## src/verilog/nsx_pkg.sv

```systemverilog
package nsx_pkg;

    // instruction word layout (12 bits)
    localparam int          INSN_W          = 12;
    localparam int          DATA_W          = 8;
    localparam int          ADDR_W          = 5;
    localparam int          DEST_BIT        = 5;
    localparam int          ADDR_LSB        = 0;
    localparam int          LIT_LSB         = 0;

    // opcode patterns
    localparam logic [5:0]  SWAP_OPC        = 6'h0E;   // 0011 10
    localparam logic [5:0]  XORF_OPC        = 6'h06;   // 0001 10
    localparam logic [3:0]  XORL_OPC        = 4'hF;    // 1111
    localparam logic [11:0] DIRL_BASE       = 12'h000; // 0000 0000 0fff
    localparam logic [2:0]  DIRL_PORT       = 3'h6;

    // reset values
    localparam logic [7:0]  W_RESET         = 8'h00;
    localparam logic [7:0]  DIR_RESET       = 8'hFF;
    localparam logic [7:0]  ZERO_BYTE       = 8'h00;

    typedef enum logic [2:0] {
        NSX_OP_NONE = 3'b000,
        NSX_OP_SWAP = 3'b001,
        NSX_OP_DIRL = 3'b010,
        NSX_OP_XORL = 3'b011,
        NSX_OP_XORF = 3'b100
    } nsx_op_e;

endpackage

```

## src/verilog/nsx_dec_if.sv

```systemverilog
`timescale 1ns/1ns
`default_nettype none
interface nsx_dec_if;
    logic [11:0]        insn;
    nsx_pkg::nsx_op_e   op;
    logic               dest_f;
    logic [4:0]         addr;
    logic [7:0]         lit;

    modport dec (input insn, output op, output dest_f, output addr, output lit);
    modport exe (output insn, input op, input dest_f, input addr, input lit);
endinterface
`default_nettype wire

```

## src/verilog/nsx_decoder.sv

```systemverilog
`timescale 1ns/1ns
`default_nettype none
module nsx_decoder
(
    // decode link
    nsx_dec_if.dec  dif
);
    always_comb
    begin
        dif.dest_f = dif.insn[nsx_pkg::DEST_BIT];
        dif.addr   = dif.insn[nsx_pkg::ADDR_LSB +: nsx_pkg::ADDR_W];
        dif.lit    = dif.insn[nsx_pkg::LIT_LSB +: nsx_pkg::DATA_W];
        if (dif.insn[11:6] == nsx_pkg::SWAP_OPC)
            dif.op = nsx_pkg::NSX_OP_SWAP; // RQ3
        else if (dif.insn[11:6] == nsx_pkg::XORF_OPC)
            dif.op = nsx_pkg::NSX_OP_XORF; // RQ6
        else if (dif.insn[11:8] == nsx_pkg::XORL_OPC)
            dif.op = nsx_pkg::NSX_OP_XORL; // RQ5
        else if (dif.insn == (nsx_pkg::DIRL_BASE | {9'h000, nsx_pkg::DIRL_PORT}))
            dif.op = nsx_pkg::NSX_OP_DIRL; // RQ4
        else
            dif.op = nsx_pkg::NSX_OP_NONE;
    end
endmodule // nsx_decoder
`default_nettype wire

```

## src/verilog/nsx_exec.sv

```systemverilog
// What this block does
// RQ1: swap puts file bits 3:0 in result 7:4 and bits 7:4 in 3:0.
// RQ2: swap result goes to working register if d is 0, file if d is 1.
// RQ3: swap leaves flags alone, one word, one cycle, d and five-bit address.
// RQ4: direction load copies working register to port 6 direction, flags untouched.
// RQ5: literal xor replaces working register with it xor 8-bit literal, opcode 1111.
// RQ6: register xor combines working and file register in one cycle.
// RQ7: register xor result to working register if d is 0, file if 1.
// RQ8: both xors set zero flag on zero result, carry flags untouched.
`timescale 1ns/1ns
`default_nettype none
module nsx_exec
(
    // clock and reset
    input  wire logic        core_clk,
    input  wire logic        rst,
    // instruction issue
    input  wire logic        insn_valid,
    input  wire logic [11:0] insn,
    // file register read data for the addressed file
    input  wire logic [7:0]  file_rdata,
    // file register write-back
    output logic             file_we,
    output logic [4:0]       file_waddr,
    output logic [7:0]       file_wdata,
    // architectural state
    output logic [7:0]       w_reg,
    output logic [7:0]       dir_reg,
    output logic             zero_flag_reg,
    output logic             zero_we
);
    // decode link between the word decoder and this datapath
    nsx_dec_if          dif ();

    nsx_decoder nsx_decoder_inst
    (
        .dif            (dif)
    );

    assign dif.insn = insn;

    // nibble exchange of one byte
    function automatic logic [7:0] nib_swap
    (
        input logic [7:0]       v
    );
        return {v[3:0], v[7:4]}; // RQ1
    endfunction

    // xor ops are the only ones that touch the zero flag
    function automatic logic is_xor_op
    (
        input nsx_pkg::nsx_op_e op
    );
        return (op == nsx_pkg::NSX_OP_XORF) || (op == nsx_pkg::NSX_OP_XORL); // RQ3 RQ8
    endfunction

    // ops whose d bit picks working register or file
    function automatic logic has_dest
    (
        input nsx_pkg::nsx_op_e op
    );
        return (op == nsx_pkg::NSX_OP_SWAP) || (op == nsx_pkg::NSX_OP_XORF);
    endfunction

    // all-zero test for the zero flag
    function automatic logic is_zero
    (
        input logic [7:0]       v
    );
        return v == nsx_pkg::ZERO_BYTE;
    endfunction

    // issue qualification and shared result
    logic               go;
    logic               to_file;
    logic [7:0]         result;

    // next values, one per register
    logic [7:0]         w_next;
    logic [7:0]         dir_next;
    logic               zero_flag_next;
    logic               zero_we_next;
    logic               file_we_next;
    logic [4:0]         file_waddr_next;
    logic [7:0]         file_wdata_next;

    // an issued word counts only when it decodes to one of these ops
    always_comb
    begin
        go = 1'b0;
        if (insn_valid)
        begin
            case (dif.op)
                nsx_pkg::NSX_OP_SWAP,
                nsx_pkg::NSX_OP_XORF,
                nsx_pkg::NSX_OP_XORL,
                nsx_pkg::NSX_OP_DIRL:
                    go = 1'b1;
                nsx_pkg::NSX_OP_NONE:
                    go = 1'b0;
                default:
                    go = 1'b0;
            endcase
        end
    end

    // destination select, d bit only for swap and register xor
    always_comb
    begin
        to_file = 1'b0;
        if (has_dest(dif.op))
            to_file = dif.dest_f; // RQ2 RQ7
    end

    // shared result path
    always_comb
    begin
        result = nsx_pkg::ZERO_BYTE;
        case (dif.op)
            nsx_pkg::NSX_OP_SWAP:
                result = nib_swap(file_rdata); // RQ1
            nsx_pkg::NSX_OP_XORF:
                result = w_reg ^ file_rdata; // RQ6
            nsx_pkg::NSX_OP_XORL:
                result = w_reg ^ dif.lit; // RQ5
            nsx_pkg::NSX_OP_DIRL:
                result = w_reg; // RQ4
            nsx_pkg::NSX_OP_NONE:
                result = nsx_pkg::ZERO_BYTE;
            default:
                result = nsx_pkg::ZERO_BYTE;
        endcase
    end

    // working register: swap or register xor with d = 0, literal xor
    always_comb
    begin
        if (go && !to_file && dif.op != nsx_pkg::NSX_OP_DIRL)
            w_next = result; // RQ2
        else
            w_next = w_reg;
    end

    // direction register: only the direction load with operand 6
    always_comb
    begin
        if (go && dif.op == nsx_pkg::NSX_OP_DIRL)
            dir_next = result; // RQ4
        else
            dir_next = dir_reg;
    end

    // zero flag: xor ops only, swap and direction load leave it
    always_comb
    begin
        zero_we_next = go && is_xor_op(dif.op); // RQ8
        if (go && is_xor_op(dif.op))
            zero_flag_next = is_zero(result); // RQ8
        else
            zero_flag_next = zero_flag_reg;
    end

    // file write-back request for swap and register xor with d = 1
    always_comb
    begin
        file_we_next    = go && to_file; // RQ7
        file_waddr_next = dif.addr;
        file_wdata_next = result;
    end

    // working register
    always_ff @(posedge core_clk or posedge rst)
    begin
        if (rst)
            w_reg <= nsx_pkg::W_RESET;
        else
            w_reg <= w_next;
    end

    // direction register
    always_ff @(posedge core_clk or posedge rst)
    begin
        if (rst)
            dir_reg <= nsx_pkg::DIR_RESET;
        else
            dir_reg <= dir_next;
    end

    // zero flag
    always_ff @(posedge core_clk or posedge rst)
    begin
        if (rst)
            zero_flag_reg <= 1'b0;
        else
            zero_flag_reg <= zero_flag_next;
    end

    // zero flag update pulse, one cycle
    always_ff @(posedge core_clk or posedge rst)
    begin
        if (rst)
            zero_we <= 1'b0;
        else
            zero_we <= zero_we_next;
    end

    // file write pulse, one cycle
    always_ff @(posedge core_clk or posedge rst)
    begin
        if (rst)
            file_we <= 1'b0;
        else
            file_we <= file_we_next;
    end

    // file write address
    always_ff @(posedge core_clk or posedge rst)
    begin
        if (rst)
            file_waddr <= 5'h00;
        else
            file_waddr <= file_waddr_next;
    end

    // file write data
    always_ff @(posedge core_clk or posedge rst)
    begin
        if (rst)
            file_wdata <= 8'h00;
        else
            file_wdata <= file_wdata_next;
    end
endmodule // nsx_exec
`default_nettype wire

```

## config.mk

```make
export PLATFORM = sky130hd
export DESIGN_NAME = nsx_exec
export DESIGN_NICKNAME = d
export VERILOG_FILES = /design/src/verilog/nsx_pkg.sv /design/src/verilog/nsx_dec_if.sv /design/src/verilog/nsx_decoder.sv /design/src/verilog/nsx_exec.sv
export SDC_FILE = /design/constraint.sdc
export NUM_CORES = 1
export LEC_CHECK = 0
export BUFFER_PORTS_ARGS = -buffer_cell sky130_fd_sc_hd__buf_2
export CORE_MARGIN = 4
export CORE_UTILIZATION = 50
export CTS_CLUSTER_SIZE = 24
export DETAILED_ROUTE_END_ITERATION = 10
export GPL_ROUTABILITY_DRIVEN = 0
export PLACE_DENSITY_LB_ADDON = 0.25
export SYNTH_ARGS = -nofsm -noshare
export SYNTH_HDL_FRONTEND = slang
export SYNTH_SLANG_ARGS = --single-unit
```

## constraint.sdc

```tcl
create_clock -name core_clk -period 2.8 [get_ports core_clk]
set_input_delay 0.14 -clock core_clk [delete_from_list [all_inputs] [get_ports core_clk]]
set_output_delay 0.14 -clock core_clk [all_outputs]
set_load 0.1 [all_outputs]
```

* Word-level counts from Yosys, hierarchy flattened
Cells that the tools add are included.
** Word-level totals
- Output and inout bits :: 32
- Bits of input ports :: 23
- Register bits :: 32
- Word-level logic and storage cells :: 36
** Operators by class
- Reductions and logical operators :: 10
- Multiplexer cells :: 8
- Equal/unequal tests :: 9
- Bitwise operators :: 2
** Operators with widths (count)
- $pmux W8 S4 :: 1
- $xor A8 B8 Y8 :: 2
- $eq A12 B3 Y1 const B :: 1
- $mux W3 :: 3
- $logic_not A8 Y1 :: 1
- $eq A3 B2 Y1 const B :: 2
- $eq A6 B3 Y1 const B :: 1
- $eq A6 B4 Y1 const B :: 1
- $logic_and A1 B1 Y1 :: 5
- $eq A4 B4 Y1 const B :: 1
- $reduce_or A4 Y1 :: 1
- $eq A3 B1 Y1 const B :: 1
- $eq A3 B3 Y1 const B :: 1
- $mux W1 :: 3
- $ne A3 B2 Y1 const B :: 1
- $logic_or A1 B1 Y1 :: 2
- $mux W2 :: 1
- $logic_not A1 Y1 :: 1

* Depth between registers and ports, before layout
Gate-level depths: netlist of the first run.
- Word-level depth :: 11
- Gate-level depth with buffers :: 8
- Gate-level depth less buffers :: 6

* Modules after synthesis
Synthesis of the first run repeated with hierarchy kept, for this count alone.
** Unflattened totals
- Cell total of the unflattened synthesis :: 136
- Area total of the unflattened synthesis :: 1675.4 µm²
** Modules (own cells, without submodules)
- nsx_exec :: cells an instance 111, seq. area each 810.8 µm², instances 1, area an instance 1503.9 µm²
- nsx_decoder :: cells an instance 25, seq. area each 0.0 µm², instances 1, area an instance 171.4 µm²

* Worst setup path after synthesis of the first run
Ideal clock, no wire load.
- Kind :: register to register
- From :: reg w_reg[7]
- To :: reg zero_flag_reg
- Path slack :: 906 ps
- Stages on the path, launching flop included :: 5
- Arrival :: 1812 ps
- Data required time :: 2717 ps
- Buffers on the path :: 0
- Clock period less this slack :: 1894 ps
- Library setup time :: 83 ps
- Path through :: dfrtp_1 xnor2_1 a222oi_1 nand4_1 o21ai_0
** Between the ends
- Cells in the longest elaborated chain, start to end :: 3
- Elaborated cells between the ends (all ways) :: 4
- Those cells by class :: mux (1); bitwise (2); reduce/logical (1)
** RTL lines
- start, declared :: line nsx_exec.sv:27 : output logic [7:0] w_reg,
- start signal, assigned :: line nsx_exec.sv:176 : w_reg <= nsx_pkg::W_RESET;
- start signal, assigned :: line nsx_exec.sv:178 : w_reg <= w_next;
- $xor A8 B8 Y8, on equally long branches :: line nsx_exec.sv:126, nsx_exec.sv:124
- $pmux W8 S4 (*) :: line nsx_exec.sv:120 : case (dif.op)
- $logic_not A8 Y1 (*) :: line nsx_exec.sv:71 : return v == nsx_pkg::ZERO_BYTE;
- end signal, assigned :: line nsx_exec.sv:196 : zero_flag_reg <= zero_flag_next;
- end, declared :: line nsx_exec.sv:29 : output logic zero_flag_reg,
Mark *: on every way between the ends. The rest lies on a longest branch, timed or not.
A chain may end at the register's enable or synchronous reset.

* Worst setup path in the final report of the first run
- From :: in insn[3]
- To :: reg w_reg[1]
** Between the ends
- Cells in the longest elaborated chain, start to end :: 11
- Elaborated cells between the ends (all ways) :: 19
- Those cells by class :: eq/ne (6); mux (8); reduce/logical (5)
** RTL lines
- start, declared :: line nsx_exec.sv:19 : input wire logic [11:0] insn,
- $eq A12 B3 Y1 (*) :: line nsx_decoder.sv:19 : else if (dif.insn == (nsx_pkg::DIRL_BASE | {9'h000, nsx_pkg::DIRL_PORT}))
- $mux W2 (*) :: line nsx_decoder.sv:19
- $mux W3 (*) :: line nsx_decoder.sv:17 : else if (dif.insn[11:8] == nsx_pkg::XORL_OPC)
- $mux W3 (*) :: line nsx_decoder.sv:15 : else if (dif.insn[11:6] == nsx_pkg::XORF_OPC)
- $mux W3 (*) :: line nsx_decoder.sv:13 : if (dif.insn[11:6] == nsx_pkg::SWAP_OPC)
- $eq A3 B1 Y1, or another cell as far along :: line nsx_exec.sv:63, nsx_exec.sv:94, nsx_exec.sv:120
- $reduce_or A4 Y1 / $logic_or A1 B1 Y1 (equally long branches) :: line nsx_exec.sv:94, nsx_exec.sv:63
- $mux W1, on equally long branches :: line nsx_exec.sv:94, nsx_exec.sv:112
- $mux W1 / $logic_not A1 Y1 (equally long branches) :: line nsx_exec.sv:92, nsx_exec.sv:139
- $logic_and A1 B1 Y1 (2 in a row) :: line nsx_exec.sv:139 : if (go && !to_file && dif.op != nsx_pkg::NSX_OP_DIRL)
Marks and branches as above.

==> results.sh, run 1 <==
export IMPL_grt_max_degree=33
export IMPL_transition_time_of_the_tightest_slew_check_pin_ns=0.670
export IMPL_die_y_um=61.5
export IMPL_synth_top_family_by_area="simple AND/OR/NAND/NOR gates"
export IMPL_layout_drive_gt1_share_pct=42.1
export IMPL_synth_area_um2=1430
export IMPL_top_level_ports=55
export IMPL_synth_area_leader_cell="sky130_fd_sc_hd__dfrtp_1"
export IMPL_cts_repair_resize_count=0
export IMPL_finalClockSkew_ns=0.00699
export IMPL_register_to_register_path_depth=4
export IMPL_timing_final_crit_period_ns=2.42
export IMPL_groute_usage_overall_pct=19.5
export IMPL_post_synth_xor_area_fraction_pct=4.89
export IMPL_timing_critical_path_required_ns=3.03
export IMPL_dp_slack_ns=0.576
export IMPL_final_setup_viol_count=0
export IMPL_cells_taking_the_most_area_after_synthesis="sky130_fd_sc_hd__dfrtp_1, sky130_fd_sc_hd__dfstp_2, sky130_fd_sc_hd__mux2i_1"
export IMPL_grt_pass1_vias=1132
export IMPL_routed_wire_length_per_instance_um=15.2
export IMPL_critical_path_start_end_classification="in -> reg"
export IMPL_htreeDepth=2
export IMPL_critical_path_reg2reg_startpoint="w_reg[7]$_DFFE_PP0P_"
export IMPL_critical_path_peak_fanout=15
export IMPL_ff_latch_area_um2=811
export IMPL_terminus_of_the_critical_flop_to_flop_path="zero_flag_reg$_DFFE_PP0P_"
export IMPL_count_of_flip_flops_with_a_built_in_enable_after_synthesis=0
export IMPL_area_growth_synth_to_final_pct=29.1
export IMPL_peakVddDrop_mv=0.718
export IMPL_critical_path_cell_chain="dlygate4sd3_1 > buf_2 > or4b_4 > nor4_4 > and3b_1 > mux2_4"
export IMPL_antennaDiodeCount=0
export IMPL_final_setup_worst_slack_ns=0.381
export IMPL_worst_ep_arrival_time_ns=2.65
export IMPL_avgSynthCellArea_um2=11.3
export IMPL_share_of_synthesized_cell_area_in_full_adder_half_adder_and_majority_cells_pct=0
export IMPL_synthMuxAreaShare_pct=7.42
export IMPL_core_area_um2=2760
export IMPL_clkSinkCount=32
export IMPL_cts_buffers=5
export IMPL_fraction_of_the_mapped_netlist_area_in_simple_logic_gates_pct=13.0
export IMPL_synth_ff_type="sky130_fd_sc_hd__dfrtp_1"
export IMPL_layout_worst_path_cycle_share_pct=86.4
export IMPL_synth_seq_cells=32
export IMPL_floorplan_initialDensity_pct=52.0
export IMPL_ant_nets=0
export IMPL_finalHoldViolations=0
export IMPL_critical_path_endpoint_type="flip-flop"
export IMPL_clock_path_buffers=2
export IMPL_totalWireLength_mm=3.35
export IMPL_clockRootBuffer="sky130_fd_sc_hd__clkbuf_4"
export IMPL_totalPowerFinal_uw=1360
export IMPL_timing_max_cap_violations=0
export IMPL_layout_nets=212
export IMPL_synth_cell_type_count=29
export IMPL_drt_first_pass_iters=6
export IMPL_globalRouteOverflowTotal=0
export IMPL_routed_via_count=1183
export IMPL_global_route_wire_length_before_repair_mm=5.28
export IMPL_design_die_area_um2=3790
export IMPL_drt_drc_violations_left=0
export IMPL_standard_cell_with_the_maximum_stage_delay_on_the_critical_path="sky130_fd_sc_hd__dlygate4sd3_1"
export IMPL_clk_latency_ns=0.33
export IMPL_cts_hold_buf=6
export IMPL_std_cell_rows=19
export IMPL_holdCritPathClass="in -> reg"
export IMPL_unrepaired_setup_endpoints_after_global_routing="no"
export IMPL_worst_path_largest_cell_delay_ns=0.53
export IMPL_dpl_hpwl_mm=2.45
export IMPL_asyncSetResetFlopFracSynth_pct=100
export IMPL_tns_ns=0
export IMPL_numPortBuffers=54
export IMPL_slew_headroom_pct=55.3
export IMPL_tritoncts="done"
export IMPL_die_x_extent_um=61.5
export IMPL_fillerInstances=230
export IMPL_synth_most_common_cell="sky130_fd_sc_hd__dfrtp_1"
export IMPL_timing_max_transition_violations_final=0
export IMPL_synth_yosys_seq_area_share_pct=56.6
export IMPL_synth_top_cell_area_share_pct=41.9
export IMPL_status="finished, final reports clean"
export IMPL_grt_antenna_before_repair=0
export IMPL_worstSetupStartpoint="insn[3]"
export IMPL_pwr_density_cell_nw_per_um2=733
export IMPL_netlist_top_cells_count="sky130_fd_sc_hd__dfrtp_1, sky130_fd_sc_hd__nand2_1, sky130_fd_sc_hd__inv_1, sky130_fd_sc_hd__nor2_1, sky130_fd_sc_hd__o21ai_0"
export IMPL_drt_vias_per_instance=5.35
export IMPL_syn_nets=150
export IMPL_max_freq_mhz=413
export IMPL_power_leakage_uw=0.00100
export IMPL_setup_worst_path_end="w_reg[1]$_DFFE_PP0P_"
export IMPL_post_synth_inst_count=127
export IMPL_synth_warning_count=0
export IMPL_multi_input_comb_area_um2=544
export IMPL_worst_setup_hold_path_clk_slew_ns=0.10
export IMPL_synth_compound_area_share_pct=12.7
export IMPL_setup_worst_path_start_class="primary input"
export IMPL_drt_iter0_drc=55
export IMPL_cts_repair_timing_setup_buffer_count=0
export IMPL_regToRegSetupSlack_ns=1.23
worst max-delay path: cells and delay by family:
family,cells,cell delay [ns]
AND/OR/NAND/NOR,3,1.45
multiplexers,1,0.37
buffers and inverters,2,0.67
per-layer routing:
metal | part of all wire [%] | vias to the layer above | track usage [%]
met2 | 50 | 50 | 31.8
li1 | - | 571 | -
met3 | 8.7 | 7 | 6.08
met4 | 1.6 | 0 | 8.18
met1 | 40 | 555 | 23.9
met5 | 0 | - | 0
layout make-up:
| class | count | area share (%) |
|---|---|---|
| multi-input cells | 79 | 29.4 |
| repair buffers | 61 | 18.3 |
| clock inverters | 3 | 2.30 |
| clock buffers | 5 | 2.03 |
| inverters | 10 | 2.03 |
| flip-flops and latches | 32 | 43.8 |
| well taps | 31 | 2.10 |
through the flow:
stage / hold WS (ns) / instance area [um^2] / std cells / util, %
final: 0.0409 / 1850 / 221 / 67.1
after global routing: 0.0313 / 1850 / 221 / 67.1
after CTS: 0.0292 / 1850 / 221 / 67.1
after detailed placement: 0.240 / 1710 / 207 / 62.0
after global placement: 0.232 / 1710 / 207 / 62.0
after floorplan: 0.171 / 1430 / 127 / -
worst min path at each step:
stage                        from                      end  slack [ns]  cells past startpoint
after global placement        rst  file_wdata[0]$_DFF_PP0_        0.23                      3
after global routing      insn[5]        file_we$_DFF_PP0_        0.03                      3
after floorplan           insn[0]  file_waddr[0]$_DFF_PP0_        0.17                      0
final                     insn[5]        file_we$_DFF_PP0_        0.04                      3
after CTS                 insn[5]        file_we$_DFF_PP0_        0.03                      3
after detailed placement      rst  file_wdata[0]$_DFF_PP0_        0.24                      3
cells by family (layout without fill, tap and decap cells):
group / count (synthesis) / in the layout
and+or+nand+nor: 34 / 34
DFF: 32 / 32
AOI/OAI and AO/OA: 27 / 27
buffers and inverters: 16 / 79
muxes: 10 / 10
xor gates and xnor gates: 8 / 8
cells in the final DEF (no fill, tap or decap), types with 3 or more instances in the layout:
cell type / Yosys / layout
sky130_fd_sc_hd__buf_2: 2 / 54
sky130_fd_sc_hd__dfrtp_1: 24 / 24
sky130_fd_sc_hd__nand2_1: 12 / 12
sky130_fd_sc_hd__nor2_1: 10 / 10
sky130_fd_sc_hd__inv_1: 10 / 10
sky130_fd_sc_hd__o21ai_0: 10 / 10
sky130_fd_sc_hd__mux2i_1: 8 / 8
sky130_fd_sc_hd__xnor2_1: 8 / 8
sky130_fd_sc_hd__dfstp_2: 8 / 8
sky130_fd_sc_hd__a222oi_1: 7 / 7
sky130_fd_sc_hd__a21oi_1: 7 / 7
sky130_fd_sc_hd__dlygate4sd3_1: 0 / 6
sky130_fd_sc_hd__clkbuf_4: 0 / 5
sky130_fd_sc_hd__nand4_1: 3 / 3
power breakdown:
part           leakage, uW  switching (uW)  internal [uW]  total (uW)
sequential        0.000389            37.6            501         539
combinational     0.000571             379           93.9         473
clock            0.0000412             158            186         344
total              0.00100             575            781        1360
(Power assumes the default switching activity.)
==> run 2, diff against run 1 <==
PLACE_DENSITY = 0.81   (was unset)
PLACE_DENSITY_LB_ADDON = unset   (was 0.25)
==> run 2 against run 1 <==
Sequential power about the same. Setup slack better by 0.014 ns. Combinational power about the same. Design area down 0.54%. Clock skew up 0.0058 ns. Hold slack worse by 0.012 ns. Non-clock buffer count down 1. Total power up 0.38%.
==> results.sh, run 2 (synthesized netlist as in run 1, its figures left out) <==
export IMPL_status="finished, final reports clean"
export IMPL_pwr_density_cell_nw_per_um2=740
export IMPL_timing_max_transition_violations_final=0
export IMPL_regToRegSetupSlack_ns=1.26
export IMPL_power_leakage_uw=0.000997
export IMPL_antennaDiodeCount=0
export IMPL_dpl_hpwl_mm=2.46
export IMPL_timing_max_cap_violations=0
export IMPL_design_die_area_um2=3790
export IMPL_cts_repair_resize_count=0
export IMPL_worst_ep_arrival_time_ns=2.63
export IMPL_holdCritPathClass="in -> async"
export IMPL_top_level_ports=55
export IMPL_tritoncts="done"
export IMPL_final_setup_viol_count=0
export IMPL_global_route_wire_length_before_repair_mm=5.04
export IMPL_grt_pass1_vias=1108
export IMPL_critical_path_start_end_classification="in -> reg"
export IMPL_timing_final_crit_period_ns=2.41
export IMPL_setup_worst_path_start_class="primary input"
export IMPL_globalRouteOverflowTotal=0
export IMPL_layout_worst_path_cycle_share_pct=85.9
export IMPL_transition_time_of_the_tightest_slew_check_pin_ns=1.05
export IMPL_htreeDepth=2
export IMPL_layout_nets=211
export IMPL_critical_path_endpoint_type="flip-flop"
export IMPL_register_to_register_path_depth=4
export IMPL_core_area_um2=2760
export IMPL_terminus_of_the_critical_flop_to_flop_path="zero_flag_reg$_DFFE_PP0P_"
export IMPL_cts_buffers=5
export IMPL_most_common_layout_cells="sky130_fd_sc_hd__buf_2, sky130_fd_sc_hd__dfrtp_1, sky130_fd_sc_hd__nand2_1"
export IMPL_unrepaired_setup_endpoints_after_global_routing="no"
export IMPL_numPortBuffers=54
export IMPL_critical_path_reg2reg_startpoint="w_reg[7]$_DFFE_PP0P_"
export IMPL_peakVddDrop_mv=0.609
export IMPL_routed_wire_length_per_instance_um=15.1
export IMPL_max_freq_mhz=416
export IMPL_floorplan_initialDensity_pct=52.0
export IMPL_die_x_extent_um=61.5
export IMPL_grt_antenna_before_repair=0
export IMPL_grt_max_degree=30
export IMPL_post_place_cells=207
export IMPL_worst_setup_hold_path_clk_slew_ns=0.11
export IMPL_area_growth_synth_to_final_pct=28.4
export IMPL_ant_nets=0
export IMPL_clk_latency_ns=0.34
export IMPL_finalHoldViolations=0
export IMPL_critical_path_peak_fanout=15
export IMPL_drt_first_pass_iters=7
export IMPL_drt_drc_violations_left=0
export IMPL_drt_iter0_drc=69
export IMPL_routed_via_count=1181
export IMPL_final_common_cell="sky130_fd_sc_hd__buf_2"
export IMPL_die_y_um=61.5
export IMPL_clockRootBuffer="sky130_fd_sc_hd__clkbuf_4"
export IMPL_groute_usage_overall_pct=18.7
export IMPL_tns_ns=0
export IMPL_layout_drive_gt1_share_pct=42.3
export IMPL_totalWireLength_mm=3.32
export IMPL_instances_no_fill=220
export IMPL_worstSetupStartpoint="insn[3]"
export IMPL_finalClockSkew_ns=0.0127
export IMPL_clock_path_buffers=2
export IMPL_clkSinkCount=32
export IMPL_std_cell_rows=19
export IMPL_finish_utilization_pct=66.7
export IMPL_setup_worst_path_end="w_reg[1]$_DFFE_PP0P_"
export IMPL_drt_vias_per_instance=5.37
export IMPL_timing_critical_path_required_ns=3.03
export IMPL_slew_headroom_pct=30.2
-- run 2: timing repair --
item | CTS | global route
endpoints found under the setup margin | 0 | 0
setup buffers | 0 | 0
hold endpoints to repair | 5 | 0
hold buffers | 5 | 0
-- run 2: critical path, stage by stage --
cell,delay [ns]
sky130_fd_sc_hd__dlygate4sd3_1,0.56
sky130_fd_sc_hd__buf_2,0.15
sky130_fd_sc_hd__or4b_4,0.52
sky130_fd_sc_hd__nor4_4,0.47
sky130_fd_sc_hd__and3b_1,0.42
sky130_fd_sc_hd__mux2_4,0.36
-- run 2: power by group --
group	internal, uW	total, uW	leakage [uW]	switching, uW
clock	186	351	0.0000412	165
combinational	92.9	470	0.000567	378
sequential	501	540	0.000389	38.9
total	780	1360	0.000997	581
-- run 2: layer usage --
metal  wire length, um  track usage, %  vias to the layer above  part of all wire (%)
met4                27            8.48                        0                  0.81
met5                 0               0                        -                     0
met1              1400            23.5                      554                    42
met2              1600            28.4                       53                    48
li1                  -               -                      570                     -
met3               293            7.55                        4                   8.8
-- run 2: how the worst min path moves through the flow --
stage             from                       to  cells after the start
3_3_place_gp   insn[2]  file_waddr[2]$_DFF_PP0_                      1
3_5_place_dp   insn[2]  file_waddr[2]$_DFF_PP0_                      1
5_1_grt        insn[5]        file_we$_DFF_PP0_                      3
2_1_floorplan  insn[0]  file_waddr[0]$_DFF_PP0_                      0
4_1_cts        insn[5]        file_we$_DFF_PP0_                      3
6_report           rst        zero_we$_DFF_PP0_                      2
-- run 2: cell type report --
| class | count | area (um^2) |
|---|---|---|
| Inverter | 10 | 37.5 |
| Clock inverter | 3 | 42.5 |
| Clock buffer | 5 | 37.5 |
| Multi-Input combinational cell | 79 | 544 |
| Fill cell | 217 | 918 |
| Sequential cell | 32 | 811 |
| Timing Repair Buffer | 60 | 328 |
| Tap cell | 31 | 38.8 |
-- run 2: per-stage QoR --
stage | setup WS, ns | hold WS (ns) | total power, uW | area, um^2
global route | 0.289 | 0.0429 | 1420 | 1840
floorplan | 0.906 | 0.171 | 924 | 1430
finish | 0.395 | 0.0285 | 1360 | 1840
global placement | 0.666 | 0.281 | 1010 | 1710
CTS | 0.453 | 0.0377 | 1370 | 1840
detailed placement | 0.629 | 0.278 | 1010 | 1710
